==> src/hdl/acb_pkg.sv <==
// constants shared by the channel configuration bank
package acb_pkg;

	// register offsets on the control port
	localparam logic [7:0] OFS_OVLD_MUTE  = 8'h4b;
	localparam logic [7:0] OFS_PWR_TUNE   = 8'h4e;
	localparam logic [7:0] OFS_CH1_INPUT  = 8'h50;
	localparam logic [7:0] OFS_CH1_VOLUME = 8'h52;
	localparam logic [7:0] OFS_CH1_TRIM   = 8'h53;
	localparam logic [7:0] OFS_CH1_PHASE  = 8'h54;

	// reset values
	localparam logic [7:0] RST_OVLD_MUTE  = 8'h00;
	localparam logic [7:0] RST_PWR_TUNE   = 8'h00;
	localparam logic [7:0] RST_CH1_INPUT  = 8'h00;
	localparam logic [7:0] RST_CH1_VOLUME = 8'ha1;
	localparam logic [7:0] RST_CH1_TRIM   = 8'h80;
	localparam logic [7:0] RST_CH1_PHASE  = 8'h00;

	// writable bits; reserved bits are held at zero
	localparam logic [7:0] MSK_OVLD_MUTE  = 8'h18;
	localparam logic [7:0] MSK_PWR_TUNE   = 8'hf4;
	localparam logic [7:0] MSK_CH1_INPUT  = 8'hcf;
	localparam logic [7:0] MSK_CH1_VOLUME = 8'hff;
	localparam logic [7:0] MSK_CH1_TRIM   = 8'hf0;
	localparam logic [7:0] MSK_CH1_PHASE  = 8'hff;

	// field positions
	localparam int BIT_CH1_OVLD   = 4;
	localparam int BIT_CH2_OVLD   = 3;
	localparam int BIT_MOD_HALVE  = 7;
	localparam int BIT_CIC_ORDER  = 6;
	localparam int BIT_FIR_SKIP   = 5;
	localparam int BIT_DEM_DOUBLE = 4;
	localparam int BIT_LOW_POWER  = 2;
	localparam int LSB_SOURCE     = 6;
	localparam int LSB_COUPLING   = 2;
	localparam int BIT_RANGE      = 1;
	localparam int BIT_BANDWIDTH  = 0;
	localparam int LSB_TRIM       = 4;
	localparam int LSB_DELAY      = 2;
	localparam int LSB_SCOPE      = 0;

	// gain arithmetic: codes to tenths of a dB, octaves of 6.0 dB
	localparam logic [11:0] VOL_UNITY_CODE = 12'h0a1;
	localparam logic [11:0] TRIM_ZERO_CODE = 12'h008;
	localparam logic [11:0] TENTH_BIAS     = 12'h384;
	localparam logic [10:0] TENTH_OCTAVE   = 11'h03c;
	localparam logic [4:0]  SHIFT_UNITY    = 5'h1e;

	// phase delay line depth in modulator cycles
	localparam int DELAY_DEPTH = 64;
	localparam int DELAY_AW    = 6;

	// where the phase delay applies
	typedef enum logic [1:0] {
		SCOPE_BOTH    = 2'b00,
		SCOPE_ANALOG  = 2'b01,
		SCOPE_DIGITAL = 2'b10,
		SCOPE_RSVD    = 2'b11
	} acb_scope_e;

endpackage

==> src/hdl/acb_delay_mem.sv <==
// small delay memory for the modulator bit stream, registered read
`timescale 1ns/100ps
module acb_delay_mem
(
	// clock and reset
	input  wire logic                         clk_i,
	input  wire logic                         nrst_i,
	// write side
	input  wire logic                         wr_i,
	input  wire logic [acb_pkg::DELAY_AW-1:0] waddr_i,
	input  wire logic                         wdata_i,
	// read side
	input  wire logic [acb_pkg::DELAY_AW-1:0] raddr_i,
	output logic                              rdata_o
);

	logic [acb_pkg::DELAY_DEPTH-1:0] mem;

	// cleared at reset so a long delay never plays out unknown bits
	always_ff @(posedge clk_i or negedge nrst_i)
	begin
		if (!nrst_i)
		begin
			mem     <= '0;
			rdata_o <= 1'b0;
		end
		else
		begin
			if (wr_i)
				mem[waddr_i] <= wdata_i;
			rdata_o <= mem[raddr_i];
		end
	end

endmodule

==> src/hdl/acb_gain.sv <==
// volume and trim gain stage for one sample stream
`timescale 1ns/100ps
module acb_gain
(
	// clock and reset
	input  wire logic        clk_i,
	input  wire logic        nrst_i,
	// incoming sample and live settings
	input  wire logic [23:0] smp_i,
	input  wire logic        valid_i,
	input  wire logic [7:0]  vol_code_i,
	input  wire logic [3:0]  trim_i,
	input  wire logic        mute_i,
	// scaled sample
	output logic      [23:0] smp_o,
	output logic             valid_o
);

	// 2^(k/12) in Q1.15 for k = 0..11, one 0.5 dB step each
	function automatic logic [15:0] half_db_mant(input logic [3:0] k);
		case (k)
			4'h0:    half_db_mant = 16'h8000;
			4'h1:    half_db_mant = 16'h879c;
			4'h2:    half_db_mant = 16'h8fad;
			4'h3:    half_db_mant = 16'h9838;
			4'h4:    half_db_mant = 16'ha145;
			4'h5:    half_db_mant = 16'haadc;
			4'h6:    half_db_mant = 16'hb505;
			4'h7:    half_db_mant = 16'hbfc9;
			4'h8:    half_db_mant = 16'hcb30;
			4'h9:    half_db_mant = 16'hd745;
			4'ha:    half_db_mant = 16'he412;
			4'hb:    half_db_mant = 16'hf1a2;
			default: half_db_mant = 16'h8000;
		endcase
	endfunction

	logic signed [11:0] tenths;
	logic        [10:0] biased;
	logic        [4:0]  octave;
	logic        [5:0]  rem;
	logic        [15:0] base;
	logic        [2:0]  frac;
	logic        [16:0] mant;
	logic signed [41:0] prod;
	logic signed [41:0] scaled;
	logic        [23:0] next_smp;

	// codes to tenths of a dB: volume 0.5 dB steps, trim 0.1 dB
	assign tenths = 12'(5 * ($signed({4'h0, vol_code_i})
		- $signed(acb_pkg::VOL_UNITY_CODE)))
		+ $signed({8'h00, trim_i})
		- $signed(acb_pkg::TRIM_ZERO_CODE);
	assign biased = 11'(tenths + $signed(acb_pkg::TENTH_BIAS));
	assign octave = 5'(biased / acb_pkg::TENTH_OCTAVE);
	assign rem    = 6'(biased % acb_pkg::TENTH_OCTAVE);
	// tenths between half steps by a 1.17 % linear nudge each
	assign base   = half_db_mant(4'(rem / 6'd5));
	assign frac   = 3'(rem % 6'd5);
	assign mant   = {1'b0, base} + 17'((32'(base) * frac * 3) >> 8);
	assign prod   = $signed(smp_i) * $signed({1'b0, mant});
	assign scaled = prod >>> (acb_pkg::SHIFT_UNITY - octave);

	// saturate, and zero the sample outright when muted
	assign next_smp = mute_i ? 24'h00_0000
		: (scaled > 42'sh7f_ffff) ? 24'h7f_ffff
		: (scaled < -42'sh80_0000) ? 24'h80_0000
		: scaled[23:0];

	// settings are taken only with the sample they scale
	always_ff @(posedge clk_i or negedge nrst_i)
	begin
		if (!nrst_i)
		begin
			smp_o   <= 24'h00_0000;
			valid_o <= 1'b0;
		end
		else
		begin
			valid_o <= valid_i;
			if (valid_i)
				smp_o <= next_smp;
		end
	end

endmodule

==> src/hdl/acb_bank.sv <==
// channel 1 configuration bank with its digital channel controls
`timescale 1ns/100ps
module acb_bank
(
	// clock and reset
	input  wire logic        CLK_I,
	input  wire logic        NRST_I,
	// register port from the control interface
	input  wire logic [7:0]  REG_ADDR_I,
	input  wire logic [7:0]  REG_WDATA_I,
	input  wire logic        REG_WR_I,
	input  wire logic        REG_RD_I,
	output logic      [7:0]  REG_RDATA_O,
	output logic             REG_HIT_O,
	// overload recovery state of both converters
	input  wire logic        OVLD1_I,
	input  wire logic        OVLD2_I,
	// channel 1 decimated sample stream
	input  wire logic [23:0] SMP_I,
	input  wire logic        SMP_VALID_I,
	output logic      [23:0] SMP_O,
	output logic             SMP_VALID_O,
	// channel 1 modulator bit stream
	input  wire logic        MOD_TICK_I,
	input  wire logic        MOD_BIT_I,
	output logic             MOD_STROBE_O,
	output logic             MOD_BIT_O,
	// channel 2 silence request
	output logic             CH2_SILENCE_O,
	// decimation and power tuning controls
	output logic             CIC_ORDER_O,
	output logic             FIR_SKIP_O,
	output logic             DEM_DOUBLE_O,
	output logic             LOW_POWER_FILTER_O,
	// channel 1 analog front end controls
	output logic      [1:0]  CH1_SOURCE_O,
	output logic      [1:0]  CH1_COUPLING_O,
	output logic             CH1_RANGE_O,
	output logic             CH1_BANDWIDTH_O,
	output logic      [5:0]  CH1_ANA_DELAY_O
);

	// address decode for the hit flag; the write and read paths compare offsets on their own
	function automatic logic is_mapped(input logic [7:0] a);
		is_mapped = (a == acb_pkg::OFS_OVLD_MUTE)
			|| (a == acb_pkg::OFS_PWR_TUNE)
			|| (a == acb_pkg::OFS_CH1_INPUT)
			|| (a == acb_pkg::OFS_CH1_VOLUME)
			|| (a == acb_pkg::OFS_CH1_TRIM)
			|| (a == acb_pkg::OFS_CH1_PHASE);
	endfunction

	logic [7:0] ovld_mute;
	logic [7:0] pwr_tune;
	logic [7:0] ch1_input;
	logic [7:0] ch1_volume;
	logic [7:0] ch1_trim;
	logic [7:0] ch1_phase;

	// register file writes
	logic wr_ovld;
	logic wr_pwr;
	logic wr_input;
	logic wr_volume;
	logic wr_trim;
	logic wr_phase;

	assign wr_ovld   = REG_WR_I && (REG_ADDR_I == acb_pkg::OFS_OVLD_MUTE);
	assign wr_pwr    = REG_WR_I && (REG_ADDR_I == acb_pkg::OFS_PWR_TUNE);
	assign wr_input  = REG_WR_I && (REG_ADDR_I == acb_pkg::OFS_CH1_INPUT);
	assign wr_volume = REG_WR_I && (REG_ADDR_I == acb_pkg::OFS_CH1_VOLUME);
	assign wr_trim   = REG_WR_I && (REG_ADDR_I == acb_pkg::OFS_CH1_TRIM);
	assign wr_phase  = REG_WR_I && (REG_ADDR_I == acb_pkg::OFS_CH1_PHASE);

	// masks keep reserved bits at zero whatever software writes
	always_ff @(posedge CLK_I or negedge NRST_I)
	begin
		if (!NRST_I)
		begin
			ovld_mute  <= acb_pkg::RST_OVLD_MUTE;
			pwr_tune   <= acb_pkg::RST_PWR_TUNE;
			ch1_input  <= acb_pkg::RST_CH1_INPUT;
			ch1_volume <= acb_pkg::RST_CH1_VOLUME;
			ch1_trim   <= acb_pkg::RST_CH1_TRIM;
			ch1_phase  <= acb_pkg::RST_CH1_PHASE;
		end
		else
		begin
			if (wr_ovld)
				ovld_mute <= REG_WDATA_I & acb_pkg::MSK_OVLD_MUTE;
			if (wr_pwr)
				pwr_tune <= REG_WDATA_I & acb_pkg::MSK_PWR_TUNE;
			if (wr_input)
				ch1_input <= REG_WDATA_I & acb_pkg::MSK_CH1_INPUT;
			if (wr_volume)
				ch1_volume <= REG_WDATA_I & acb_pkg::MSK_CH1_VOLUME;
			if (wr_trim)
				ch1_trim <= REG_WDATA_I & acb_pkg::MSK_CH1_TRIM;
			if (wr_phase)
				ch1_phase <= REG_WDATA_I & acb_pkg::MSK_CH1_PHASE;
		end
	end

	// read mux, unmapped addresses answer zero
	logic [7:0] rd_mux;

	assign REG_HIT_O = is_mapped(REG_ADDR_I);
	assign rd_mux =
		(REG_ADDR_I == acb_pkg::OFS_OVLD_MUTE)  ? ovld_mute  :
		(REG_ADDR_I == acb_pkg::OFS_PWR_TUNE)   ? pwr_tune   :
		(REG_ADDR_I == acb_pkg::OFS_CH1_INPUT)  ? ch1_input  :
		(REG_ADDR_I == acb_pkg::OFS_CH1_VOLUME) ? ch1_volume :
		(REG_ADDR_I == acb_pkg::OFS_CH1_TRIM)   ? ch1_trim   :
		(REG_ADDR_I == acb_pkg::OFS_CH1_PHASE)  ? ch1_phase  : 8'h00;

	// read data held until the next read
	always_ff @(posedge CLK_I or negedge NRST_I)
	begin
		if (!NRST_I)
			REG_RDATA_O <= 8'h00;
		else if (REG_RD_I)
			REG_RDATA_O <= rd_mux;
	end

	// named fields
	logic             ch1_overload_silence_en;
	logic             ch2_overload_silence_en;
	logic             modulator_clock_halve;
	logic       [7:0] ch1_volume_code;
	logic       [3:0] ch1_trim_gain;
	logic       [5:0] ch1_phase_delay_cycles;
	acb_pkg::acb_scope_e phase_scope;

	assign ch1_overload_silence_en = ovld_mute[acb_pkg::BIT_CH1_OVLD];
	assign ch2_overload_silence_en = ovld_mute[acb_pkg::BIT_CH2_OVLD];
	assign modulator_clock_halve   = pwr_tune[acb_pkg::BIT_MOD_HALVE];
	assign ch1_volume_code         = ch1_volume;
	assign ch1_trim_gain  = ch1_trim[acb_pkg::LSB_TRIM +: 4];
	assign ch1_phase_delay_cycles = ch1_phase[acb_pkg::LSB_DELAY +: 6];
	assign phase_scope = acb_pkg::acb_scope_e'(
		ch1_phase[acb_pkg::LSB_SCOPE +: 2]);

	// control levels straight from register flip-flops
	assign CIC_ORDER_O        = pwr_tune[acb_pkg::BIT_CIC_ORDER];
	assign FIR_SKIP_O         = pwr_tune[acb_pkg::BIT_FIR_SKIP];
	assign DEM_DOUBLE_O       = pwr_tune[acb_pkg::BIT_DEM_DOUBLE];
	assign LOW_POWER_FILTER_O = pwr_tune[acb_pkg::BIT_LOW_POWER];
	assign CH1_SOURCE_O   = ch1_input[acb_pkg::LSB_SOURCE +: 2];
	assign CH1_COUPLING_O = ch1_input[acb_pkg::LSB_COUPLING +: 2];
	assign CH1_RANGE_O     = ch1_input[acb_pkg::BIT_RANGE];
	assign CH1_BANDWIDTH_O = ch1_input[acb_pkg::BIT_BANDWIDTH];

	// scope decides which path gets the delay; reserved means none
	logic       ana_delay_on;
	logic       dig_delay_on;
	logic [5:0] dig_delay;

	always_comb
	begin
		ana_delay_on = 1'b0;
		dig_delay_on = 1'b0;
		case (phase_scope)
			acb_pkg::SCOPE_BOTH:
			begin
				ana_delay_on = 1'b1;
				dig_delay_on = 1'b1;
			end
			acb_pkg::SCOPE_ANALOG:  ana_delay_on = 1'b1;
			acb_pkg::SCOPE_DIGITAL: dig_delay_on = 1'b1;
			default:
			begin
				ana_delay_on = 1'b0;
				dig_delay_on = 1'b0;
			end
		endcase
	end

	assign CH1_ANA_DELAY_O = ana_delay_on ? ch1_phase_delay_cycles
		: 6'h00;
	assign dig_delay = dig_delay_on ? ch1_phase_delay_cycles : 6'h00;

	// every other tick in halve mode gives half the modulator rate
	logic tick_phase;
	logic mod_en;

	assign mod_en = MOD_TICK_I && (!modulator_clock_halve || tick_phase);
	assign MOD_STROBE_O = mod_en;

	always_ff @(posedge CLK_I or negedge NRST_I)
	begin
		if (!NRST_I)
			tick_phase <= 1'b0;
		else if (MOD_TICK_I)
			tick_phase <= !tick_phase;
	end

	// modulator stream delay line; one clock of latency at any delay
	logic [acb_pkg::DELAY_AW-1:0] wr_ptr;
	logic [acb_pkg::DELAY_AW-1:0] rd_ptr;
	logic                         mem_rdata;
	logic                         mod_en_d;
	logic                         bit_d;
	logic                         zero_delay_d;

	// difference wraps with the memory depth, so 63 still lands in range
	assign rd_ptr = wr_ptr - dig_delay;

	acb_delay_mem u_delay
	(
		.clk_i   (CLK_I),
		.nrst_i  (NRST_I),
		.wr_i    (mod_en),
		.waddr_i (wr_ptr),
		.wdata_i (MOD_BIT_I),
		.raddr_i (rd_ptr),
		.rdata_o (mem_rdata)
	);

	// pointer advances once per modulator cycle
	always_ff @(posedge CLK_I or negedge NRST_I)
	begin
		if (!NRST_I)
			wr_ptr <= '0;
		else if (mod_en)
			wr_ptr <= wr_ptr + 1'b1;
	end

	// strobe, bit and bypass choice trail by one clock like the memory,
	// so the output has the same latency at every delay setting
	always_ff @(posedge CLK_I or negedge NRST_I)
	begin
		if (!NRST_I)
		begin
			mod_en_d     <= 1'b0;
			bit_d        <= 1'b0;
			zero_delay_d <= 1'b1;
		end
		else
		begin
			mod_en_d     <= mod_en;
			bit_d        <= MOD_BIT_I;
			zero_delay_d <= (dig_delay == 6'h00);
		end
	end

	// delayed bit presented the clock after its modulator strobe
	always_ff @(posedge CLK_I or negedge NRST_I)
	begin
		if (!NRST_I)
			MOD_BIT_O <= 1'b0;
		else if (mod_en_d)
			MOD_BIT_O <= zero_delay_d ? bit_d : mem_rdata;
	end

	// channel 2 path lives elsewhere; only its silence request here
	always_ff @(posedge CLK_I or negedge NRST_I)
	begin
		if (!NRST_I)
			CH2_SILENCE_O <= 1'b0;
		else
			CH2_SILENCE_O <= ch2_overload_silence_en && OVLD2_I;
	end

	// mute when volume is zero or during enabled overload recovery
	logic ch1_mute;

	assign ch1_mute = (ch1_volume_code == 8'h00)
		|| (ch1_overload_silence_en && OVLD1_I);

	acb_gain u_gain
	(
		.clk_i      (CLK_I),
		.nrst_i     (NRST_I),
		.smp_i      (SMP_I),
		.valid_i    (SMP_VALID_I),
		.vol_code_i (ch1_volume_code),
		.trim_i     (ch1_trim_gain),
		.mute_i     (ch1_mute),
		.smp_o      (SMP_O),
		.valid_o    (SMP_VALID_O)
	);

endmodule

==> config.mk <==
export PLATFORM = sky130hd
export DESIGN_NAME = acb_bank
export DESIGN_NICKNAME = d
export VERILOG_FILES = /design/src/hdl/acb_pkg.sv /design/src/hdl/acb_delay_mem.sv /design/src/hdl/acb_gain.sv /design/src/hdl/acb_bank.sv
export SDC_FILE = /design/constraint.sdc
export NUM_CORES = 2
export LEC_CHECK = 0
export ABC_CLOCK_PERIOD_IN_PS = 23000
export BUFFER_PORTS_ARGS = -buffer_cell sky130_fd_sc_hd__clkbuf_2
export CAP_MARGIN = 30
export CORE_ASPECT_RATIO = 0.7
export CORE_UTILIZATION = 58
export CTS_CLUSTER_DIAMETER = 50
export DETAILED_ROUTE_END_ITERATION = 8
export HOLD_SLACK_MARGIN = 0.12
export PLACE_DENSITY = 0.78
export SYNTH_ARGS = -nofsm -noshare
export SYNTH_HDL_FRONTEND = slang
export SYNTH_SLANG_ARGS = --single-unit
==> constraint.sdc <==
create_clock -name CLK_I -period 23 [get_ports CLK_I]
set_clock_uncertainty 0.2 [all_clocks]
set_input_delay 2.3 -clock CLK_I [delete_from_list [all_inputs] [get_ports CLK_I]]
set_output_delay 2.3 -clock CLK_I [all_outputs]
set_load 0.02 [all_outputs]
**Word-level counts from Yosys, hierarchy flattened**

Memory sizes are Yosys's and may differ from the RTL's.
Index checks and enable logic that the tools add are counted.

- Divide/modulo/power cells: 4
- Multiply operators: 4
- Shift operators: 1
- $lt $le $gt $ge: 5
- Add/sub/neg operators: 8
- Reduce and logical (&&, ||, !) cells: 24
- Equal/unequal tests: 8
- Mux-type cells: 19

Operator list:

| cell | number |
|---|---|
| $mux W24 | 3 |
| $bwmux W64 | 1 |
| $eq A8 B7 Y1 const B | 6 |
| $mux W8 | 6 |
| $gt A42 B24 Y1 const B | 1 |
| $lt A42 B24 Y1 const B | 1 |
| $mul A24 B18 Y42 | 1 |
| $sshr A42 B5 Y42 | 1 |
| $mul A4 B32 Y11 const A | 1 |
| $mul A19 B2 Y21 const B | 1 |
| $mul A16 B3 Y19 | 1 |
| $add A16 B13 Y17 | 1 |
| $lt A6 B7 Y1 const B | 2 |
| $mux W6 | 2 |
| $add A11 B11 Y11 const B | 1 |
| $add A11 B5 Y11 | 1 |
| $div A11 B6 Y11 const B | 1 |
| $mod A11 B6 Y11 const B | 1 |
| $sub A11 B5 Y11 const B | 1 |
| $logic_and A1 B1 Y1 | 10 |
| $sub A8 B8 Y9 const B | 1 |
| $logic_not A8 Y1 | 1 |
| $logic_or A1 B1 Y1 | 7 |
| $add A6 B1 Y6 const B | 1 |
| other kinds (14) | 20 |

- Flip-flop bits (word level): 143
- Output and inout port bits: 53
- Logic and storage cells: 92
- Bits in read-only memories: 240
- Memories kept: 1
- Input bits: 49

Memories:

| name | depth | bits a word | read ports | clocked after memory_dff | write ports | line | source |
|---|---|---|---|---|---|---|---|
| (no name shown) | 16 | 15 | 1 | 0 | 0 | acb_gain.sv:21 | `case (k)` |

**Longest topological paths before layout**

An unclocked memory read counts as a cell.

- Depth after elaboration: 17
- Depth in mapped cells: 110
- Gate-level depth less buffers: 103

**Modules after synthesis**

From an unflattened synthesis, not the netlist that was laid out.

- Cells, all modules: 3339
- Area total of the unflattened synthesis: 29523.3 um^2

Modules (own cells, without submodules):

| module | cells each | instances | area each (um^2) |
|---|---|---|---|
| acb_gain | 2803 | 1 | 23296.1 |
| acb_delay_mem | 278 | 1 | 3375.7 |
| acb_bank | 258 | 1 | 2851.5 |

**Worst setup path before layout**

Ideal clock, no wire load.

- Path kind: register to register
- Start: register ch1_volume[0]
- End: register u_gain.smp_o[23]
- Cell stages (with the launch flop): 101
- Buffers on the path: 3
- Clock period less this slack: 22.236 ns
- Data arrival time: 21.914 ns
- Library setup time: 0.122 ns
- Slack: 0.764 ns
- Cells stage by stage: dfstp_2 -> inv_1 -> ha_1 -> xor2_1 -> ha_1 -> ha_1 -> ha_1 -> ha_1 -> fa_1 -> a211oi_1 -> o21bai_1 -> a21oi_2 -> xnor3_1 -> maj3_2 -> o211a_2 -> o221ai_1 -> a22o_1 -> clkbuf_1 -> [65 not listed] -> o21a_1 -> o21a_1 -> and3_1 -> a211o_1 -> o2111a_1 -> or2_2 -> a31o_2 -> a31oi_1 -> o21ai_0 -> xor2_1 -> o21ai_0 -> mux4_2 -> or3_1 -> o31a_1 -> or4_1 -> o21ai_2 -> a21bo_1 -> a32o_1

- Longest elaborated chain between the ends: 17
- Elaborated cells on any way between the ends: 23
- Classes of those cells: add/sub (6); mul (4); div (4); order compare (2); shift (1); mux (3); reduce/logical (2); memory (1)

RTL lines:

| what | line | source |
|---|---|---|
| start, declared | acb_bank.sv:56 | `logic [7:0] ch1_volume;` |
| start signal, assigned | acb_bank.sv:83 | `ch1_volume <= acb_pkg::RST_CH1_VOLUME;` |
| start signal, assigned | acb_bank.sv:96 | `ch1_volume <= REG_WDATA_I & acb_pkg::MSK_CH1_VOLUME;` |
| $sub A8 B8 Y9 | acb_gain.sv:51 | `- $signed(acb_pkg::VOL_UNITY_CODE)))` |
| $mul A4 B32 Y11 | acb_gain.sv:50 | `assign tenths = 12'(5 * ($signed({4'h0, vol_code_i})` |
| $add A11 B5 Y11 | acb_gain.sv:52 | `+ $signed({8'h00, trim_i})` |
| $sub A11 B5 Y11 | acb_gain.sv:53 | `- $signed(acb_pkg::TRIM_ZERO_CODE);` |
| $add A11 B11 Y11 | acb_gain.sv:54 | `assign biased = 11'(tenths + $signed(acb_pkg::TENTH_BIAS));` |
| $mod A11 B6 Y11 | acb_gain.sv:56 | `assign rem = 6'(biased % acb_pkg::TENTH_OCTAVE);` |
| $div A6 B3 Y6 | acb_gain.sv:58 | `assign base = half_db_mant(4'(rem / 6'd5));` |
| $mem_v2 Z16 W15 | -- |  |
| $mul A16 B3 Y19 | acb_gain.sv:60 | `assign mant = {1'b0, base} + 17'((32'(base) * frac * 3) >> 8);` |
| $mul A19 B2 Y21 | acb_gain.sv:60 |  |
| $add A16 B13 Y17 | acb_gain.sv:60 |  |
| $mul A24 B18 Y42 | acb_gain.sv:61 | `assign prod = $signed(smp_i) * $signed({1'b0, mant});` |
| $sshr A42 B5 Y42 | acb_gain.sv:62 | `assign scaled = prod >>> (acb_pkg::SHIFT_UNITY - octave);` |
| $lt A42 B24 Y1 | acb_gain.sv:67 | `: (scaled < -42'sh80_0000) ? 24'h80_0000` |
| $mux W24 | acb_gain.sv:67 |  |
| $mux W24 | acb_gain.sv:66 | `: (scaled > 42'sh7f_ffff) ? 24'h7f_ffff` |
| $mux W24 * | acb_gain.sv:65 | `assign next_smp = mute_i ? 24'h00_0000` |
| end signal, assigned | acb_gain.sv:82 | `smp_o <= next_smp;` |
| end, declared | acb_gain.sv:15 | `output logic [23:0] smp_o,` |

Every way passes the cells marked *; elsewhere a longest branch is shown, timed or not.
A chain may end at the register's enable or synchronous reset.

**Worst setup path after layout**

Ends and elaborated chain as after synthesis.

==> metrics.md <==
| Metric | Value |
|---|---|
| Status | completed |
| Top delay family on crit path | compound AO/OA/AOI/OAI gates |
| DP Worst Slack | -329 ps |
| Slowest cell on crit path | fa_1 |
| Worst setup EP type | register |
| Fin. Hold Viols | 0 |
| GP Congestion | 0.995 |
| CTS tree | done |
| Post-synth cell types | between 90 and 100 |
| Final core occ | 65.1% |
| Commonest cells after routing, fill and taps aside | inv_1 (604), fa_1 (423), nand2_1 (314) |
| Mean Syn Cell Area | between 8 and 9 sq um |
| Global-route wire length before repair | around 120000 um |
| CP required | 23120 ps |
| Synth top area cells | fa_1 (29%), dfrtp_1 (12%), ha_1 (8.2%), inv_1 (7.8%), mux2_2 (4.3%) |
| CP bufs+invs | 11 |
| Synth top area share | slightly below 30% |
| Hpwl dp | about 57000 um |
| Adder-Cell Fraction of Synth Area | between 30 and 40% |
| CTS Buf Count | 17 |
| Syn. warnings | 0 |
| Critical Path AT | between 20000 and 25000 ps |
| GRT overflow | 0 |
| Chip width | about 270 um |
| Peak Freq | 45.1 MHz |
| Drt wl/cell | ~18 um |
| Crit-path max FO | 8 |
| Clock latency on the worst-skew pair | 440 ps |
| Number of global-route vias before repair | roughly 24000 |
| Post-Syn Nets | a little under 4000 |
| IO Pins | 102 |
| Critical R2R Capture | u_gain.smp_o[23] |
| Slew HR | between 30% and 40% |
| Antenna Violating Nets Remaining | 0 |
| Fraction of layout cells with a size suffix above 1 | around 16% |
| DR DRC count | 0 |
| Standard-cell rows | slightly below 70 |
| CTS Root Cell | clkbuf_16 |
| Ys flop type | dfrtp_1 |
| Yosys reg bits | 143 |
| Min Tclk post-route | between 20000 and 25000 ps |
| Crit path top cell by count | inv_1 |
| Instance count on the critical path | 97 |
| Initial antenna violation count | 1 |
| Via count | ~24000 |
| Post-synthesis cell count | about 3300 |
| Post-synth top area cell | fa_1 |
| Fin crit share | a little over nine tenths |
| Post-synthesis mux area share | 9.29% |
| Min-delay worst type | reg -> reg |
| Post-Syn Area | a little under 0.03 sq mm |
| Fin Setup TNS | 0 ps |
| PortBufs | ~100 |
| Initial Util | about three fifths |
| Largest family of logic cells by synthesized area | adder cells |
| Worst slew pin tran | about 950 ps |
| Part of the Yosys area used for sequential elements | approximately 12% |
| Ys async rst share | 100% |
| Worst Setup Slack, final | 849 ps |
| Number of synthesized flops with an enable pin | 0 |
| CP peak stage delay | ~540 ps |
| Crit path kind | reg -> reg |
| Max-cap violations | 0 |
| R2r worst-path depth | 97 |
| Area of the core | between 0.04 and 0.05 sq mm |
| Xor and xnor area share after synthesis | around 3.4% |
| Setup violators final | 0 |
| DRT Pass-1 Iters | 8 |
| WHS | ~240 ps |
| Largest net degree at the start of global routing | 87 |
| Max Slew Vio Count | 0 |
| Clock transition at path regs | 60 ps |
| R2r setup slk | between 800 and 900 ps |
| CTS Hold Bufs | 0 |
| Die span in y | between 150 and 200 um |
| Via-to-Cell Ratio | 5.83 |
| Fill count | 3986 |
| WL final | between 70000 and 80000 um |
| Simple-gate share of the synthesized area | between 15 and 20% |
| P&R area growth vs syn | 10.3% |
| Worst setup SP type | register |
| Die ar. | just over 0.05 sq mm |
| Clock buffer depth | 2 |
| Clock sinks | between 100 and 150 |
| Initial drt markers | approximately 2500 |
| H-tree Lvls | 4 |
| End of the critical path | u_gain.smp_o[23] |
| Final nets | ~4000 |
| Total Routing Usage GR | slightly below 30% |
| Compound-Gate Fraction of Synth Area | between 10% and 20% |
| Commonest non-fill, non-tap cell in the layout | inv_1 |
| Crit path launch | ch1_volume[0] |
| Reg2reg start | ch1_volume[0] |
[per-layer routing]
layer / routed length [um] / GRT usage, % / up-vias / part of all wire [%]
met1: 33000 / 43.6 / 11800 / 45
met2: 33400 / 45.3 / 972 / 45
met3: 6320 / 5.05 / 118 / 8.5
li1: - / - / 10800 / -
met5: 0 / 0 / - / 0
met4: 1320 / 6.30 / 0 / 1.8
[how the worst min path moves through the flow]
| stage | from | slack [ps] | to | cells past startpoint |
|---|---|---|---|---|
| 2_1_floorplan | mod_en_d | 220 | MOD_BIT_O | 1 |
| 3_3_place_gp | mod_en_d | 220 | MOD_BIT_O | 1 |
| 3_5_place_dp | mod_en_d | 230 | MOD_BIT_O | 1 |
| 4_1_cts | mod_en_d | 240 | MOD_BIT_O | 1 |
| 5_1_grt | mod_en_d | 270 | MOD_BIT_O | 1 |
| 6_report | mod_en_d | 240 | MOD_BIT_O | 1 |
[flip-flops by register name, summed over array words and instances (netlist names), 2 cells and up]
signal	flops
ch1_volume	8
ch1_trim	4
u_delay.mem	64
REG_RDATA_O	8
ch1_input	6
wr_ptr	6
ch1_phase	8
u_gain.smp_o	24
ovld_mute	2
pwr_tune	5
[cells by family (layout without fill, tap and decap cells)]
| family | after synthesis | after routing |
|---|---|---|
| simple gates | 966 | 966 |
| buf+inv | 747 | 853 |
| fa+ha+maj | 621 | 621 |
| compound gates | 486 | 486 |
| mux | 216 | 216 |
| flops | 143 | 143 |
| xor+xnor | 111 | 111 |
| other cells | 0 | 1 |
[timing repair]
action / in CTS / in global routing
gates resized for setup: 13 / 132
endpoints found under the setup margin: 24 / 24
setup buffers: 1 / 37
pin swaps: 5 / 53
[per-stage QoR]
step | instances | area (sq um)
floorplan | 3290 | 29200
global placement | 3988 | 30700
detailed placement | 3990 | 30700
CTS | 4023 | 31300
global route | 4061 | 32200
finish | 4062 | 32200
[synthesized netlist by cell type, types with 6 or more instances]
cell type  number
dfrtp_1       138
o31ai_1         9
nand2_1       319
inv_1         604
or3_1           8
ha_1          191
a211o_1        11
fa_1          426
buf_1          13
o221ai_1       10
nor2_1        201
mux2i_1        72
and2_1        187
a21oi_1       133
o21ai_1         6
xnor2_1        76
o21ai_0        83
nand3_1        42
nand2b_1       40
nor2b_1        58
a22oi_1         8
mux4_2         33
a31oi_1        17
o221ai_2       19
nor4_1         14
a211oi_1       30
and3_1         11
o21a_1         17
nor3_1         31
mux2_2        111
a21o_1         31
or2_2          10
nand4_1        18
o211ai_1       16
xor2_1         33
buf_2           8
o21bai_1       16
clkbuf_1      113
nand3b_1        6
[final cells by class]
cell class                      count  area, sq um  share of cell area (%)
Antenna cell                        1         2.50                 0.00777
Clock buffer                       23          458                    1.42
Clock inverter                      9          111                   0.346
Inverter                          609         2290                    7.10
Multi-Input combinational cell   2400        23500                    73.0
Sequential cell                   143         3590                    11.1
Tap cell                          665          832                    2.58
Timing Repair Buffer              212         1410                    4.37
Power is not shown: default switching activity piles up to over one toggle a cycle in this logic, so the estimate is an artifact.
